===== config.mk =====
export PLATFORM = sky130hd
export DESIGN_NAME = sfex_unit
export DESIGN_NICKNAME = d
export VERILOG_FILES = /design/src/common/sfex_pkg.sv /design/src/rtl/sfex_unit.sv
export SDC_FILE = /design/constraint.sdc
export NUM_CORES = 1
export LEC_CHECK = 0
export BUFFER_PORTS_ARGS = -buffer_cell sky130_fd_sc_hd__buf_2
export CORE_ASPECT_RATIO = 0.7
export CORE_MARGIN = 2
export CORE_UTILIZATION = 46
export DETAILED_ROUTE_END_ITERATION = 6
export MAX_ROUTING_LAYER = met4
export PLACE_DENSITY = 0.84
export RECOVER_POWER = 100
export SLEW_MARGIN = 20
export SYNTH_ARGS = -nofsm -noshare
export SYNTH_HDL_FRONTEND = slang
export SYNTH_SLANG_ARGS = --single-unit

===== constraint.sdc =====
create_clock -name pclk -period 2.2 [get_ports pclk]
set_clock_uncertainty 0.1 [all_clocks]
set_input_delay 0.11 -clock pclk [delete_from_list [all_inputs] [get_ports pclk]]
set_output_delay 0.11 -clock pclk [all_outputs]
set_load 0.05 [all_outputs]

===== src/common/sfex_pkg.sv =====
// Purpose: Constants and types shared by the vector floating-point exception unit.
// Assumes: Single-precision operands, 32-bit APB register bus.
// Notes: Offsets are byte addresses of aligned words.
package sfex_pkg;
  localparam logic [11:0] ADDR_VCSR = 12'h000;
  localparam logic [11:0] ADDR_CTL_FOUR = 12'h004;
  localparam logic [11:0] ADDR_LAST = 12'h008;
  localparam logic [11:0] ADDR_RESTORE = 12'h00c;
  localparam int FLAG_INVALID = 0;
  localparam int FLAG_DENORMAL = 1;
  localparam int FLAG_DIVZERO = 2;
  localparam int FLAG_OVERFLOW = 3;
  localparam int FLAG_UNDERFLOW = 4;
  localparam int FLAG_INEXACT = 5;
  localparam int BIT_DAZ = 6;
  localparam int MASK_LSB = 7;
  localparam int BIT_FTZ = 15;
  localparam int CTL_FOUR_OS_SUPPORT = 10;
  localparam logic [31:0] VCSR_RESET = 32'h0000_1f80;
  localparam logic [31:0] VCSR_WMASK = 32'h0000_ffff;
  localparam logic [31:0] CTL_FOUR_WMASK = 32'h0000_0400;
  localparam logic [31:0] QNAN_INDEF = 32'hffc0_0000;
  localparam logic [31:0] INT_INDEF = 32'h8000_0000;
  localparam logic [31:0] INT_MIN_FP = 32'hcf00_0000;
  localparam logic [7:0] EXP_INT_LIMIT = 8'h9e;
  localparam logic [22:0] QUIET_BIT = 23'h40_0000;
  localparam logic [2:0] CF_UNORDERED = 3'h7;
  localparam logic [2:0] PRED_LT = 3'h1;
  localparam logic [2:0] PRED_LE = 3'h2;
  localparam logic [2:0] PRED_UNORD = 3'h3;
  localparam logic [2:0] PRED_NEQ = 3'h4;
  localparam logic [2:0] PRED_NLT = 3'h5;
  localparam logic [2:0] PRED_NLE = 3'h6;
  typedef enum logic [3:0] {
    SFEX_OP_INT, SFEX_OP_ADD, SFEX_OP_SUB, SFEX_OP_MUL, SFEX_OP_DIV, SFEX_OP_HORIZ,
    SFEX_OP_SQRT, SFEX_OP_MAXMIN, SFEX_OP_CMP, SFEX_OP_COMI, SFEX_OP_CVTFP,
    SFEX_OP_CVTINT, SFEX_OP_TRUNC_ISTORE
  } sfex_op_t;
endpackage : sfex_pkg


===== src/rtl/sfex_unit.sv =====
// Purpose: Vector floating-point exception detection, flags, masks and trap choice.
// Assumes: Datapath presents one operation per op_valid pulse with its post-computation
//   conditions; all inputs are on pclk.
// Notes: Answers one cycle after op_valid; APB slave answers in one wait state.
//
// Summary of operation
// - Packed integer operations never raise numeric exceptions.
// - Six classes detected: invalid, divide-by-zero, denormal, overflow, underflow, inexact.
// - Exceptions are reported at completion of the faulting operation itself.
// - Each class has one flag and one mask in the control/status register.
// - Load and restore write masks; store and save read masks and flags.
// - Unmasked exception with OS support bit 10 set raises the vector trap.
// - With OS support clear, the faulting vector instruction raises invalid-opcode instead.
// - Truncating integer store never raises vector floating-point exceptions.
// - Invalid flag at bit 0, invalid mask at bit 7.
// - Masked invalid result overwrites the instruction's destination register.
// - Masked invalid: signalling NaN is quieted and returned for arithmetic, sqrt, float-to-float conversions.
// - Masked invalid: sqrt of negative nonzero returns the quiet-NaN indefinite.
// - Masked invalid: max and min with any NaN return the second source.
// - Masked invalid: compares with NaN give zeros, ones for negated or unordered predicates.
// - Masked invalid: ordered flag compare with NaN sets not-comparable flags.
// - Masked invalid: infinity clashes and zero over zero return the indefinite.
// - Masked invalid: float-to-int of NaN, infinity or out of range gives integer indefinite.
// - Unmasked invalid leaves operands unchanged and writes no result.
// - Quiet NaN alone is not invalid, except ordered compares, relational predicates, max/min and float-to-int.
// - Invalid detection ignores flush-to-zero and denormals-are-zero settings.
// - Denormal flag at bit 1, mask at bit 8.
// - Divide-by-zero flag at bit 2, mask at bit 9.
// - Overflow flag at bit 3, mask at bit 10.
// - Underflow flag at bit 4, mask at bit 11.
//
// Design decisions made here: the address map and the APB register port.
`timescale 1ns/10ps
module sfex_unit (
  input wire logic pclk,
  input wire logic presetn,
  input wire logic psel,
  input wire logic penable,
  input wire logic pwrite,
  input wire logic [11:0] paddr,
  input wire logic [31:0] pwdata,
  output logic [31:0] prdata,
  output logic pready,
  output logic pslverr,
  input wire logic op_valid,
  input wire sfex_pkg::sfex_op_t op_kind,
  input wire logic op_negate,
  input wire logic [2:0] cmp_pred,
  input wire logic [31:0] op_a,
  input wire logic [31:0] op_b,
  input wire logic denormal_cond,
  input wire logic divzero_cond,
  input wire logic overflow_cond,
  input wire logic underflow_cond,
  input wire logic inexact_cond,
  output logic done_valid,
  output logic result_override,
  output logic [31:0] result_value,
  output logic result_suppress,
  output logic flags_valid,
  output logic [2:0] cond_flags,
  output logic vector_fp_trap,
  output logic invalid_opcode_fault
);
  import sfex_pkg::*;

  function automatic logic is_nan(input logic [31:0] v);
    return (v[30:23] == 8'hff) && (v[22:0] != 23'h0);
  endfunction : is_nan
  function automatic logic is_snan(input logic [31:0] v);
    return is_nan(v) && !v[22];
  endfunction : is_snan
  function automatic logic is_inf(input logic [31:0] v);
    return (v[30:23] == 8'hff) && (v[22:0] == 23'h0);
  endfunction : is_inf
  function automatic logic is_zero(input logic [31:0] v);
    return v[30:0] == 31'h0;
  endfunction : is_zero
  function automatic logic [31:0] quieten(input logic [31:0] v);
    return {v[31:23], v[22:0] | QUIET_BIT};
  endfunction : quieten

  logic [31:0] vcsr_q;
  logic [31:0] vcsr_d;
  logic [31:0] ctl_four_q;
  logic [5:0] last_q;
  logic [31:0] prdata_q;
  logic pready_q;
  logic pslverr_q;
  logic done_q;
  logic override_q;
  logic [31:0] result_q;
  logic suppress_q;
  logic flags_valid_q;
  logic [2:0] cond_q;
  logic trap_q;
  logic fault_q;

  logic apb_access;
  logic apb_commit;
  logic addr_ok;
  logic [31:0] rd_word;
  logic any_nan;
  logic any_snan;
  logic inv;
  logic inv_override;
  logic [31:0] inv_value;
  logic inv_flags;
  logic fp_op;
  logic [5:0] cond_vec;
  logic [5:0] masks;
  logic unmasked;
  logic os_support;

  assign apb_access = psel && penable;
  assign apb_commit = apb_access && pready_q;
  assign addr_ok = (paddr == ADDR_VCSR) || (paddr == ADDR_CTL_FOUR) ||
                   (paddr == ADDR_LAST) || (paddr == ADDR_RESTORE);
  assign masks = vcsr_q[MASK_LSB +: 6];
  assign os_support = ctl_four_q[CTL_FOUR_OS_SUPPORT];
  assign any_nan = is_nan(op_a) || is_nan(op_b);
  assign any_snan = is_snan(op_a) || is_snan(op_b);

  // Only floating-point kinds may report; integer and truncating store are excluded
  assign fp_op = op_valid && (op_kind != SFEX_OP_INT) &&
                 (op_kind != SFEX_OP_TRUNC_ISTORE);

  // Invalid detection and masked responses; no use of flush or DAZ bits
  always_comb begin
    inv = 1'b0;
    inv_override = 1'b0;
    inv_value = 32'h0;
    inv_flags = 1'b0;
    unique case (op_kind)
      SFEX_OP_ADD, SFEX_OP_SUB, SFEX_OP_HORIZ: begin
        if (any_snan) begin
          inv = 1'b1;
          inv_value = is_snan(op_a) ? quieten(op_a) : quieten(op_b);
        end else if (is_inf(op_a) && is_inf(op_b) &&
                     ((op_a[31] ^ op_b[31]) ^ (op_kind == SFEX_OP_SUB) ^ op_negate)) begin
          inv = 1'b1;
          inv_value = QNAN_INDEF;
        end
      end
      SFEX_OP_MUL: begin
        if (any_snan) begin
          inv = 1'b1;
          inv_value = is_snan(op_a) ? quieten(op_a) : quieten(op_b);
        end else if ((is_inf(op_a) && is_zero(op_b)) || (is_zero(op_a) && is_inf(op_b))) begin
          inv = 1'b1;
          inv_value = QNAN_INDEF;
        end
      end
      SFEX_OP_DIV: begin
        if (any_snan) begin
          inv = 1'b1;
          inv_value = is_snan(op_a) ? quieten(op_a) : quieten(op_b);
        end else if ((is_zero(op_a) && is_zero(op_b)) || (is_inf(op_a) && is_inf(op_b))) begin
          inv = 1'b1;
          inv_value = QNAN_INDEF;
        end
      end
      SFEX_OP_SQRT: begin
        if (is_snan(op_a)) begin
          inv = 1'b1;
          inv_value = quieten(op_a);
        end else if (op_a[31] && !is_zero(op_a) && !is_nan(op_a)) begin
          inv = 1'b1;
          inv_value = QNAN_INDEF;
        end
      end
      SFEX_OP_CVTFP: begin
        if (is_snan(op_a)) begin
          inv = 1'b1;
          inv_value = quieten(op_a);
        end
      end
      SFEX_OP_MAXMIN: begin
        if (any_nan) begin
          inv = 1'b1;
          inv_value = op_b;
        end
      end
      SFEX_OP_CMP: begin
        if (any_nan) begin
          inv_override = 1'b1;
          inv_value = ((cmp_pred == PRED_NEQ) || (cmp_pred == PRED_UNORD) ||
                       (cmp_pred == PRED_NLT) || (cmp_pred == PRED_NLE)) ? 32'hffff_ffff : 32'h0;
          inv = any_snan || (cmp_pred == PRED_LT) || (cmp_pred == PRED_LE) ||
                (cmp_pred == PRED_NLT) || (cmp_pred == PRED_NLE);
        end
      end
      SFEX_OP_COMI: begin
        if (any_nan) begin
          inv = 1'b1;
          inv_flags = 1'b1;
        end
      end
      SFEX_OP_CVTINT: begin
        if (is_nan(op_a) || (op_a[30:23] >= EXP_INT_LIMIT && op_a != INT_MIN_FP)) begin
          inv = 1'b1;
          inv_value = INT_INDEF;
        end
      end
      default: begin
      end
    endcase
  end

  // Masked underflow is only reported together with inexact
  assign cond_vec = fp_op ? {inexact_cond,
                             underflow_cond && (inexact_cond || !masks[FLAG_UNDERFLOW]),
                             overflow_cond, divzero_cond, denormal_cond, inv} : 6'h0;
  assign unmasked = |(cond_vec & ~masks);

  always_comb begin
    unique case (paddr)
      ADDR_VCSR, ADDR_RESTORE: rd_word = vcsr_q;
      ADDR_CTL_FOUR: rd_word = ctl_four_q;
      ADDR_LAST: rd_word = {26'h0, last_q};
      default: rd_word = 32'h0;
    endcase
  end

  // Newly detected conditions win over a software write in the same cycle
  always_comb begin
    vcsr_d = vcsr_q;
    if (apb_commit && pwrite && addr_ok && (paddr == ADDR_VCSR || paddr == ADDR_RESTORE)) begin
      vcsr_d = pwdata & VCSR_WMASK;
    end
    vcsr_d[5:0] = vcsr_d[5:0] | cond_vec;
  end

  always_ff @(posedge pclk or negedge presetn) begin
    if (!presetn) begin
      vcsr_q <= VCSR_RESET;
    end else begin
      vcsr_q <= vcsr_d;
    end
  end

  always_ff @(posedge pclk or negedge presetn) begin
    if (!presetn) begin
      ctl_four_q <= 32'h0;
      last_q <= 6'h0;
    end else begin
      if (apb_commit && pwrite && paddr == ADDR_CTL_FOUR) begin
        ctl_four_q <= pwdata & CTL_FOUR_WMASK;
      end
      if (fp_op) begin
        last_q <= cond_vec;
      end
    end
  end

  // APB slave: one wait state, error on unmapped address
  always_ff @(posedge pclk or negedge presetn) begin
    if (!presetn) begin
      pready_q <= 1'b0;
      pslverr_q <= 1'b0;
      prdata_q <= 32'h0;
    end else begin
      pready_q <= apb_access && !pready_q;
      pslverr_q <= apb_access && !pready_q && !addr_ok;
      if (apb_access && !pready_q && !pwrite) begin
        prdata_q <= rd_word;
      end
    end
  end

  // Completion outputs, registered one cycle after the operation
  always_ff @(posedge pclk or negedge presetn) begin
    if (!presetn) begin
      done_q <= 1'b0;
      override_q <= 1'b0;
      result_q <= 32'h0;
      suppress_q <= 1'b0;
      flags_valid_q <= 1'b0;
      cond_q <= 3'h0;
      trap_q <= 1'b0;
      fault_q <= 1'b0;
    end else begin
      done_q <= op_valid;
      override_q <= fp_op && (inv || inv_override) && !inv_flags && masks[FLAG_INVALID];
      result_q <= inv_value;
      suppress_q <= fp_op && unmasked;
      flags_valid_q <= fp_op && inv_flags && masks[FLAG_INVALID];
      cond_q <= (fp_op && inv_flags) ? CF_UNORDERED : cond_q;
      trap_q <= fp_op && unmasked && os_support;
      fault_q <= fp_op && unmasked && !os_support;
    end
  end

  assign prdata = prdata_q;
  assign pready = pready_q;
  assign pslverr = pslverr_q;
  assign done_valid = done_q;
  assign result_override = override_q;
  assign result_value = result_q;
  assign result_suppress = suppress_q;
  assign flags_valid = flags_valid_q;
  assign cond_flags = cond_q;
  assign vector_fp_trap = trap_q;
  assign invalid_opcode_fault = fault_q;

  property p_int_quiet;
    @(posedge pclk) disable iff (!presetn)
      (op_valid && (op_kind == SFEX_OP_INT || op_kind == SFEX_OP_TRUNC_ISTORE))
      |=> !vector_fp_trap && !invalid_opcode_fault && !result_suppress;
  endproperty
  a_int_quiet: assert property (p_int_quiet) else $error("integer op raised exception");
  property p_trap_os;
    @(posedge pclk) disable iff (!presetn)
      (fp_op && unmasked && os_support) |=> vector_fp_trap && !invalid_opcode_fault;
  endproperty
  a_trap_os: assert property (p_trap_os) else $error("vector trap missing");
  property p_fault_no_os;
    @(posedge pclk) disable iff (!presetn)
      (fp_op && unmasked && !os_support) |=> invalid_opcode_fault && !vector_fp_trap;
  endproperty
  a_fault_no_os: assert property (p_fault_no_os) else $error("invalid opcode missing");
  property p_trap_cause;
    @(posedge pclk) disable iff (!presetn)
      (vector_fp_trap || invalid_opcode_fault) |-> $past(op_valid) && result_suppress;
  endproperty
  a_trap_cause: assert property (p_trap_cause) else $error("trap without operation");
  property p_flag_sticky;
    @(posedge pclk) disable iff (!presetn)
      (vcsr_q[FLAG_INVALID] && !(apb_commit && pwrite)) |=> vcsr_q[FLAG_INVALID];
  endproperty
  a_flag_sticky: assert property (p_flag_sticky) else $error("invalid flag lost");
  property p_set_wins;
    @(posedge pclk) disable iff (!presetn)
      (fp_op && inv) |=> vcsr_q[FLAG_INVALID];
  endproperty
  a_set_wins: assert property (p_set_wins) else $error("invalid flag not set");
  property p_sqrt_neg;
    @(posedge pclk) disable iff (!presetn)
      (op_valid && op_kind == SFEX_OP_SQRT && op_a[31] && !is_zero(op_a) && !is_nan(op_a) &&
       masks[FLAG_INVALID]) |=> result_override && result_value == QNAN_INDEF;
  endproperty
  a_sqrt_neg: assert property (p_sqrt_neg) else $error("sqrt indefinite wrong");
  property p_maxmin;
    @(posedge pclk) disable iff (!presetn)
      (op_valid && op_kind == SFEX_OP_MAXMIN && any_nan && masks[FLAG_INVALID])
      |=> result_override && result_value == $past(op_b);
  endproperty
  a_maxmin: assert property (p_maxmin) else $error("max/min source 2 wrong");
  property p_qnan_add;
    @(posedge pclk) disable iff (!presetn)
      (op_valid && op_kind == SFEX_OP_ADD && any_nan && !any_snan) |=> !last_q[FLAG_INVALID];
  endproperty
  a_qnan_add: assert property (p_qnan_add) else $error("quiet NaN raised invalid");
  property p_unmasked_nowrite;
    @(posedge pclk) disable iff (!presetn)
      (fp_op && inv && !masks[FLAG_INVALID]) |=> result_suppress && !result_override;
  endproperty
  a_unmasked_nowrite: assert property (p_unmasked_nowrite) else $error("unmasked wrote");
  property p_apb_one_wait;
    @(posedge pclk) disable iff (!presetn)
      (psel && !penable) ##1 (psel && penable) |-> !pready ##1 pready;
  endproperty
  a_apb_one_wait: assert property (p_apb_one_wait) else $error("apb wait state wrong");
  c_trap: cover property (@(posedge pclk) disable iff (!presetn) vector_fp_trap);
  c_fault: cover property (@(posedge pclk) disable iff (!presetn) invalid_opcode_fault);
  c_masked: cover property (@(posedge pclk) disable iff (!presetn) result_override);
  c_comi: cover property (@(posedge pclk) disable iff (!presetn) flags_valid);
endmodule : sfex_unit


# After elaboration in Yosys (flattened, before gate mapping)
# Index checks and enable logic that the tools add are counted.
# W data, S select, Z words.
# classes
add_sub_neg,0
mul,0
n_div,0
n_lt_le_gt_ge,1
n_eq_ne,24
shifts,0
muxes,33
n_bitwise,6
n_reduce_logical,74
# ops
op,count
$mux W32,14
$pmux W32 S8,1
$logic_not A31 Y1,2
$pmux W16 S3,1
$logic_not A23 Y1,2
$reduce_bool A23 Y1,2
$logic_and A1 B1 Y1,34
$ne A32 B32 Y1 const B,1
$eq A12 B4 Y1 const B,2
$logic_or A1 B1 Y1,18
$eq A4 B3 Y1 const B,4
$eq A4 B4 Y1 const B,4
$eq A8 B8 Y1 const B,2
$mux W1,14
$eq A12 B3 Y1 const B,1
$logic_not A12 Y1,1
$mux W6,2
$logic_not A1 Y1,10
$eq A3 B3 Y1 const B,3
$eq A4 B2 Y1 const B,2
$ge A8 B8 Y1 const B,1
$pmux W1 S8,1
$and A6 B6 Y6,1
$eq A3 B2 Y1 const B,2
10 further kinds,13
# totals
regBits,96
latchBits,0
mem_bits_rw,0
mem_bits_ro,0
inputBits,127
output_inout_bits,75
wordCells,153
memories,0

# Longest topological paths before layout
# depth
depth_word,15
depth_mapped,10
mapped_depth_nobuf,7

# Least setup slack after synthesis
# No wires, ideal clock.
# synth_path
kind,register to register
start,register pready_q (netlist: pready)
end,register vcsr_q[13]
setup_ps,125
arrival_ps,1909
required_ps,1975
setup_slack_ps,66
path_stages_with_launch,5
path_buffers,1
period_less_slack_ps,2134
path_cell_list,dfrtp_1 > nand4_1 > nor3_2 > buf_2 > mux2_2
# synth_between
elab_chain_cells,4
# synth_lines
element,line,source
from (decl),sfex_unit.sv:88,logic pready_q;
from (signal assigned),sfex_unit.sv:263,pready_q <= apb_access && !pready_q;
$logic_and A1 B1 Y1,sfex_unit.sv:116,assign apb_commit = apb_access && pready_q;
$logic_and A1 B1 Y1 (3 in a row),sfex_unit.sv:228,if (apb_commit && pwrite && addr_ok && (paddr == ADDR_VCSR || paddr == ADDR_RESTORE)) begin
to (signal assigned),sfex_unit.sv:238,vcsr_q <= vcsr_d;
to (decl),sfex_unit.sv:83,logic [31:0] vcsr_q;
# Every way passes these cells.
# A chain may end at the register's enable or synchronous reset.

# Worst setup path in the final report
# layout_path
start,input port op_b[30]
end,register fault_q (netlist: invalid_opcode_fault)
# layout_between
elab_chain_cells,15
elab_cells_between_ends,32
cone_classes,eq/ne: 1; mux: 10; bitwise: 1; reduce/logical: 20
# layout_lines
element,line,source
from (decl),sfex_unit.sv:50,"input wire logic [31:0] op_b,"
$eq A8 B8 Y1,"sfex_unit.sv:68, sfex_unit.sv:74",
$logic_and A1 B1 Y1,sfex_unit.sv:68,return (v[30:23] == 8'hff) && (v[22:0] != 23'h0);
$logic_and A1 B1 Y1,sfex_unit.sv:71,return is_nan(v) && !v[22];
$logic_or A1 B1 Y1,sfex_unit.sv:122,assign any_snan = is_snan(op_a) || is_snan(op_b);
$logic_or A1 B1 Y1 (3 in a row),sfex_unit.sv:189,inv = any_snan || (cmp_pred == PRED_LT) || (cmp_pred == PRED_LE) ||
$logic_or A1 B1 Y1,sfex_unit.sv:190,(cmp_pred == PRED_NLT) || (cmp_pred == PRED_NLE);
$mux W1,sfex_unit.sv:185,if (any_nan) begin
$pmux W1 S8 (*),sfex_unit.sv:134,unique case (op_kind)
$mux W6 (*),sfex_unit.sv:211,"assign cond_vec = fp_op ? {inexact_cond,"
$and A6 B6 Y6 (*),sfex_unit.sv:214,assign unmasked = |(cond_vec & ~masks);
$reduce_or A6 Y1 (*),sfex_unit.sv:214,
$logic_and A1 B1 Y1 (*) (2 in a row),sfex_unit.sv:290,fault_q <= fp_op && unmasked && !os_support;
to (signal assigned),sfex_unit.sv:290,
to (decl),sfex_unit.sv:97,logic fault_q;
# Every way passes the cells marked *; elsewhere a longest branch is shown, timed or not.

==> impl_metrics.env <==
export IMPL_dr_pass1_iters=5
export IMPL_endpoint_kind="flop"
export IMPL_crit_fanout=4
export IMPL_place_inst=673
export IMPL_outcome="finished, final reports clean"
export IMPL_cts_tree="done"
export IMPL_portBuffers=169
export IMPL_avgRoutedWirePerCell_um=19.4
export IMPL_max_vdd_ir_drop_uv=458
export IMPL_rsz0062_at_grt="true"
export IMPL_r2r_cells=6
export IMPL_crit_path_cell_trace="dlygate4sd3_1 -> buf_2 -> nand4_1 -> or2_4 -> o22ai_1 -> and3_1 -> o21ai_1 -> a41o_1 -> a211oi_2"
export IMPL_fmax_ghz=0.459
export IMPL_rows=28
export IMPL_multi_input_area_um2=1930
export IMPL_start_util_pct=48.1
export IMPL_crit_family="compound AO/OA/AOI/OAI gates"
export IMPL_dr_first_iter_drc_count=525
export IMPL_ys_warn_count=0
export IMPL_p_int_mw=2.63
export IMPL_setup_viol=0
export IMPL_synth_area_um2=4130
export IMPL_grt_max_degree=46
export IMPL_register_area_um2=2010
export IMPL_core_area_um2=8580
export IMPL_startpoint_type="input port"
export IMPL_p_switching_mw=0.989
export IMPL_drc=0
export IMPL_crit_cells=9
export IMPL_min_period_ns=2.18
export IMPL_vias=4568
export IMPL_antenna_found_initial=0
export IMPL_ys_types=57
export IMPL_worstPathRequired_ns=2.35
export IMPL_ys_ff_latch=80
export IMPL_clkPwrFrac_pct=42.3
export IMPL_cts_buffers=9
export IMPL_num_antenna_cells=0
export IMPL_seq_power_share_pct=41.9
export IMPL_hold_ws_ns=0.00902
export IMPL_fin_ws_ns=0.0194
export IMPL_maxSlewHeadroom_pct=26.7
export IMPL_hold_depth=3
export IMPL_viasPerCell=5.89
export IMPL_maxCapViolations=0
export IMPL_worst_slew_pin_slew_ns=1.10
export IMPL_dieHeight_um=83.2
export IMPL_wl_um=15000
export IMPL_h_tree_depth=3
export IMPL_instances_no_fill=776
export IMPL_maxSlewViolCount=0
export IMPL_area_delta_synth_final_pct=51.5
export IMPL_grt_pass1_wl_um=23200
export IMPL_first_global_vias=4518
export IMPL_ios=202
export IMPL_final_fill_count=598
export IMPL_fin_nets=778
export IMPL_track_usage_pct=31.7
export IMPL_drive_gt1_share_pct=29.7
export IMPL_hold_viol=0
export IMPL_synth_avg_cell_area_um2=10.6
export IMPL_postPlaceCellArea_um2=5100
export IMPL_clk_pin_slew_worst_paths_ns=0.06
export IMPL_clk_path_buf_depth=2
export IMPL_swShare_pct=27.3
export IMPL_worstPathArrival_ns=2.33
export IMPL_cts_root_buffer="clkbuf_16"
export IMPL_synthCells=390
export IMPL_clock_sinks=80
export IMPL_layout_commonest_cell="buf_2"
export IMPL_power_mw=3.62
export IMPL_cp_slowest_cell="dlygate4sd3_1"
export IMPL_async_flop_share_pct=100
export IMPL_final_cell_mix="buf_2, dlygate4sd3_1, dfrtp_1, clkbuf_1, nand2_1"
export IMPL_cp_startpoint="op_b[30]"
export IMPL_leakage_nw=2.91
export IMPL_gr_total_overflow=0
export IMPL_synth_main_ff_cell="dfrtp_1"
export IMPL_die_width_um=117
export IMPL_clk_latency_ns=0.33
export IMPL_yosysSeqAreaShare_pct=48.7
export IMPL_slowest_delay_ns=0.54
export IMPL_place_hpwl_um=9140
export IMPL_final_area_um2=6250
export IMPL_dieArea_um2=9750
export IMPL_r2r_start="pready"
export IMPL_antenna_left=0
export IMPL_hold_class="input port to flop"
export IMPL_power_frac_comb_pct=15.8
export IMPL_p_per_area_nw_per_um2=579
export IMPL_synth_edf_count=0
export IMPL_crit_type="input port to flop"
export IMPL_gp_congestion=0.960
export IMPL_min_from="op_a[1]"
export IMPL_min_period_over_period_pct=99.1
export IMPL_place_ws_ns=-0.160
export IMPL_path_buf_inv=2
power by group through the flow:
| stage | logic, mW | clock network [mW] | registers [mW] |
|---|---|---|---|
| after floorplan | 0.213 | 0 | 1.58 |
| after global placement | 0.423 | 0 | 1.54 |
| after detailed placement | 0.434 | 0 | 1.54 |
| after CTS | 0.542 | 1.55 | 1.51 |
| after global routing | 0.612 | 1.62 | 1.52 |
| final | 0.573 | 1.53 | 1.51 |
worst reg2reg max path, stage by stage, from the launching register on:
cell and delay, ns:
dfrtp_1 0.38, nand4_1 0.18, nor3_2 0.22, buf_6 0.18, mux2i_1 0.23, nand2_1 0.08
dlygate4sd3_1 0.56
Yosys cell counts, types with 7 or more instances:
cell type / number / area share, %
o31ai_1: 8 / 1.5
clkbuf_1: 11 / 1.0
nor4_1: 16 / 2.4
a221o_1: 23 / 5.6
nand2_1: 48 / 4.4
mux2_2: 14 / 3.8
nor2_1: 19 / 1.7
a31oi_1: 7 / 1.1
nand3_1: 10 / 1.2
dfrtp_1: 74 / 45
a21oi_1: 7 / 0.85
nor3_1: 8 / 0.97
a22o_1: 9 / 1.9
mux2i_1: 14 / 3.4
nand4_1: 8 / 1.2
buf_4: 19 / 3.5
area by class of cell:
type                            instances  share of cell area (%)
Sequential cell                        80                    32.2
Multi-Input combinational cell        276                    30.9
Timing Repair Buffer                  277                    29.2
Clock buffer                            9                    3.60
Tap cell                              120                    2.40
Clock inverter                          7                    1.24
Inverter                                7                   0.421
sequential cells by signal, indices dropped and copies added, names as in the netlist:
register,count
cond_flags,1
ctl_four_q,1
done_valid,1
flags_valid,1
invalid_opcode_fault,1
last_q,6
prdata,16
pready,1
pslverr,1
result_override,1
result_suppress,1
result_value,32
vcsr_q,16
vector_fp_trap,1
repair_timing:
action                                 in CTS  in global routing
endpoints found under the hold margin      98                  0
hold buffers                               83                  0
setup endpoints to repair                   0                 43
setup buffers                               0                  4
resized for setup                           0                 17
per-layer routing:
metal  track usage [%]  routed length [um]  share of wire (%)
met1              39.3                5670                 38
met3              8.32                1640                 11
met4              16.1                 782                5.2
met5                 -                   0                  0
met2              47.7                6930                 46
logic make-up after synthesis:
| kind of cell | synth area share, % |
|---|---|
| AND/OR/NAND/NOR | 17.0 |
| buffers and inverters | 7.31 |
| AO/OA/AOI/OAI | 18.4 |
| multiplexers | 7.22 |
| XOR/XNOR | 1.27 |
| flip-flops | 48.7 |
| other | 0.0909 |
stage by stage:
step                      utilization, %  setup TNS [ns]
after floorplan                        -               0
after global placement              59.4          -0.240
after detailed placement            59.4           -4.89
after CTS                           72.6               0
after global routing                72.8         -0.0718
final                               72.8               0
final timing paths:
| check | end | slack, ns |
|---|---|---|
| setup / recovery | invalid_opcode_fault | 0.02 |
| hold / removal | result_value[1] | 0.009 |
| setup reg to reg | vcsr_q[3] | 0.15 |
| hold reg to reg | last_q[1] | 0.38 |
| max in group asynchronous | vcsr_q[11] | 0.48 |
| min in group asynchronous | result_value[1] | 0.41 |
Note: power is estimated with default switching activity, not from simulation.
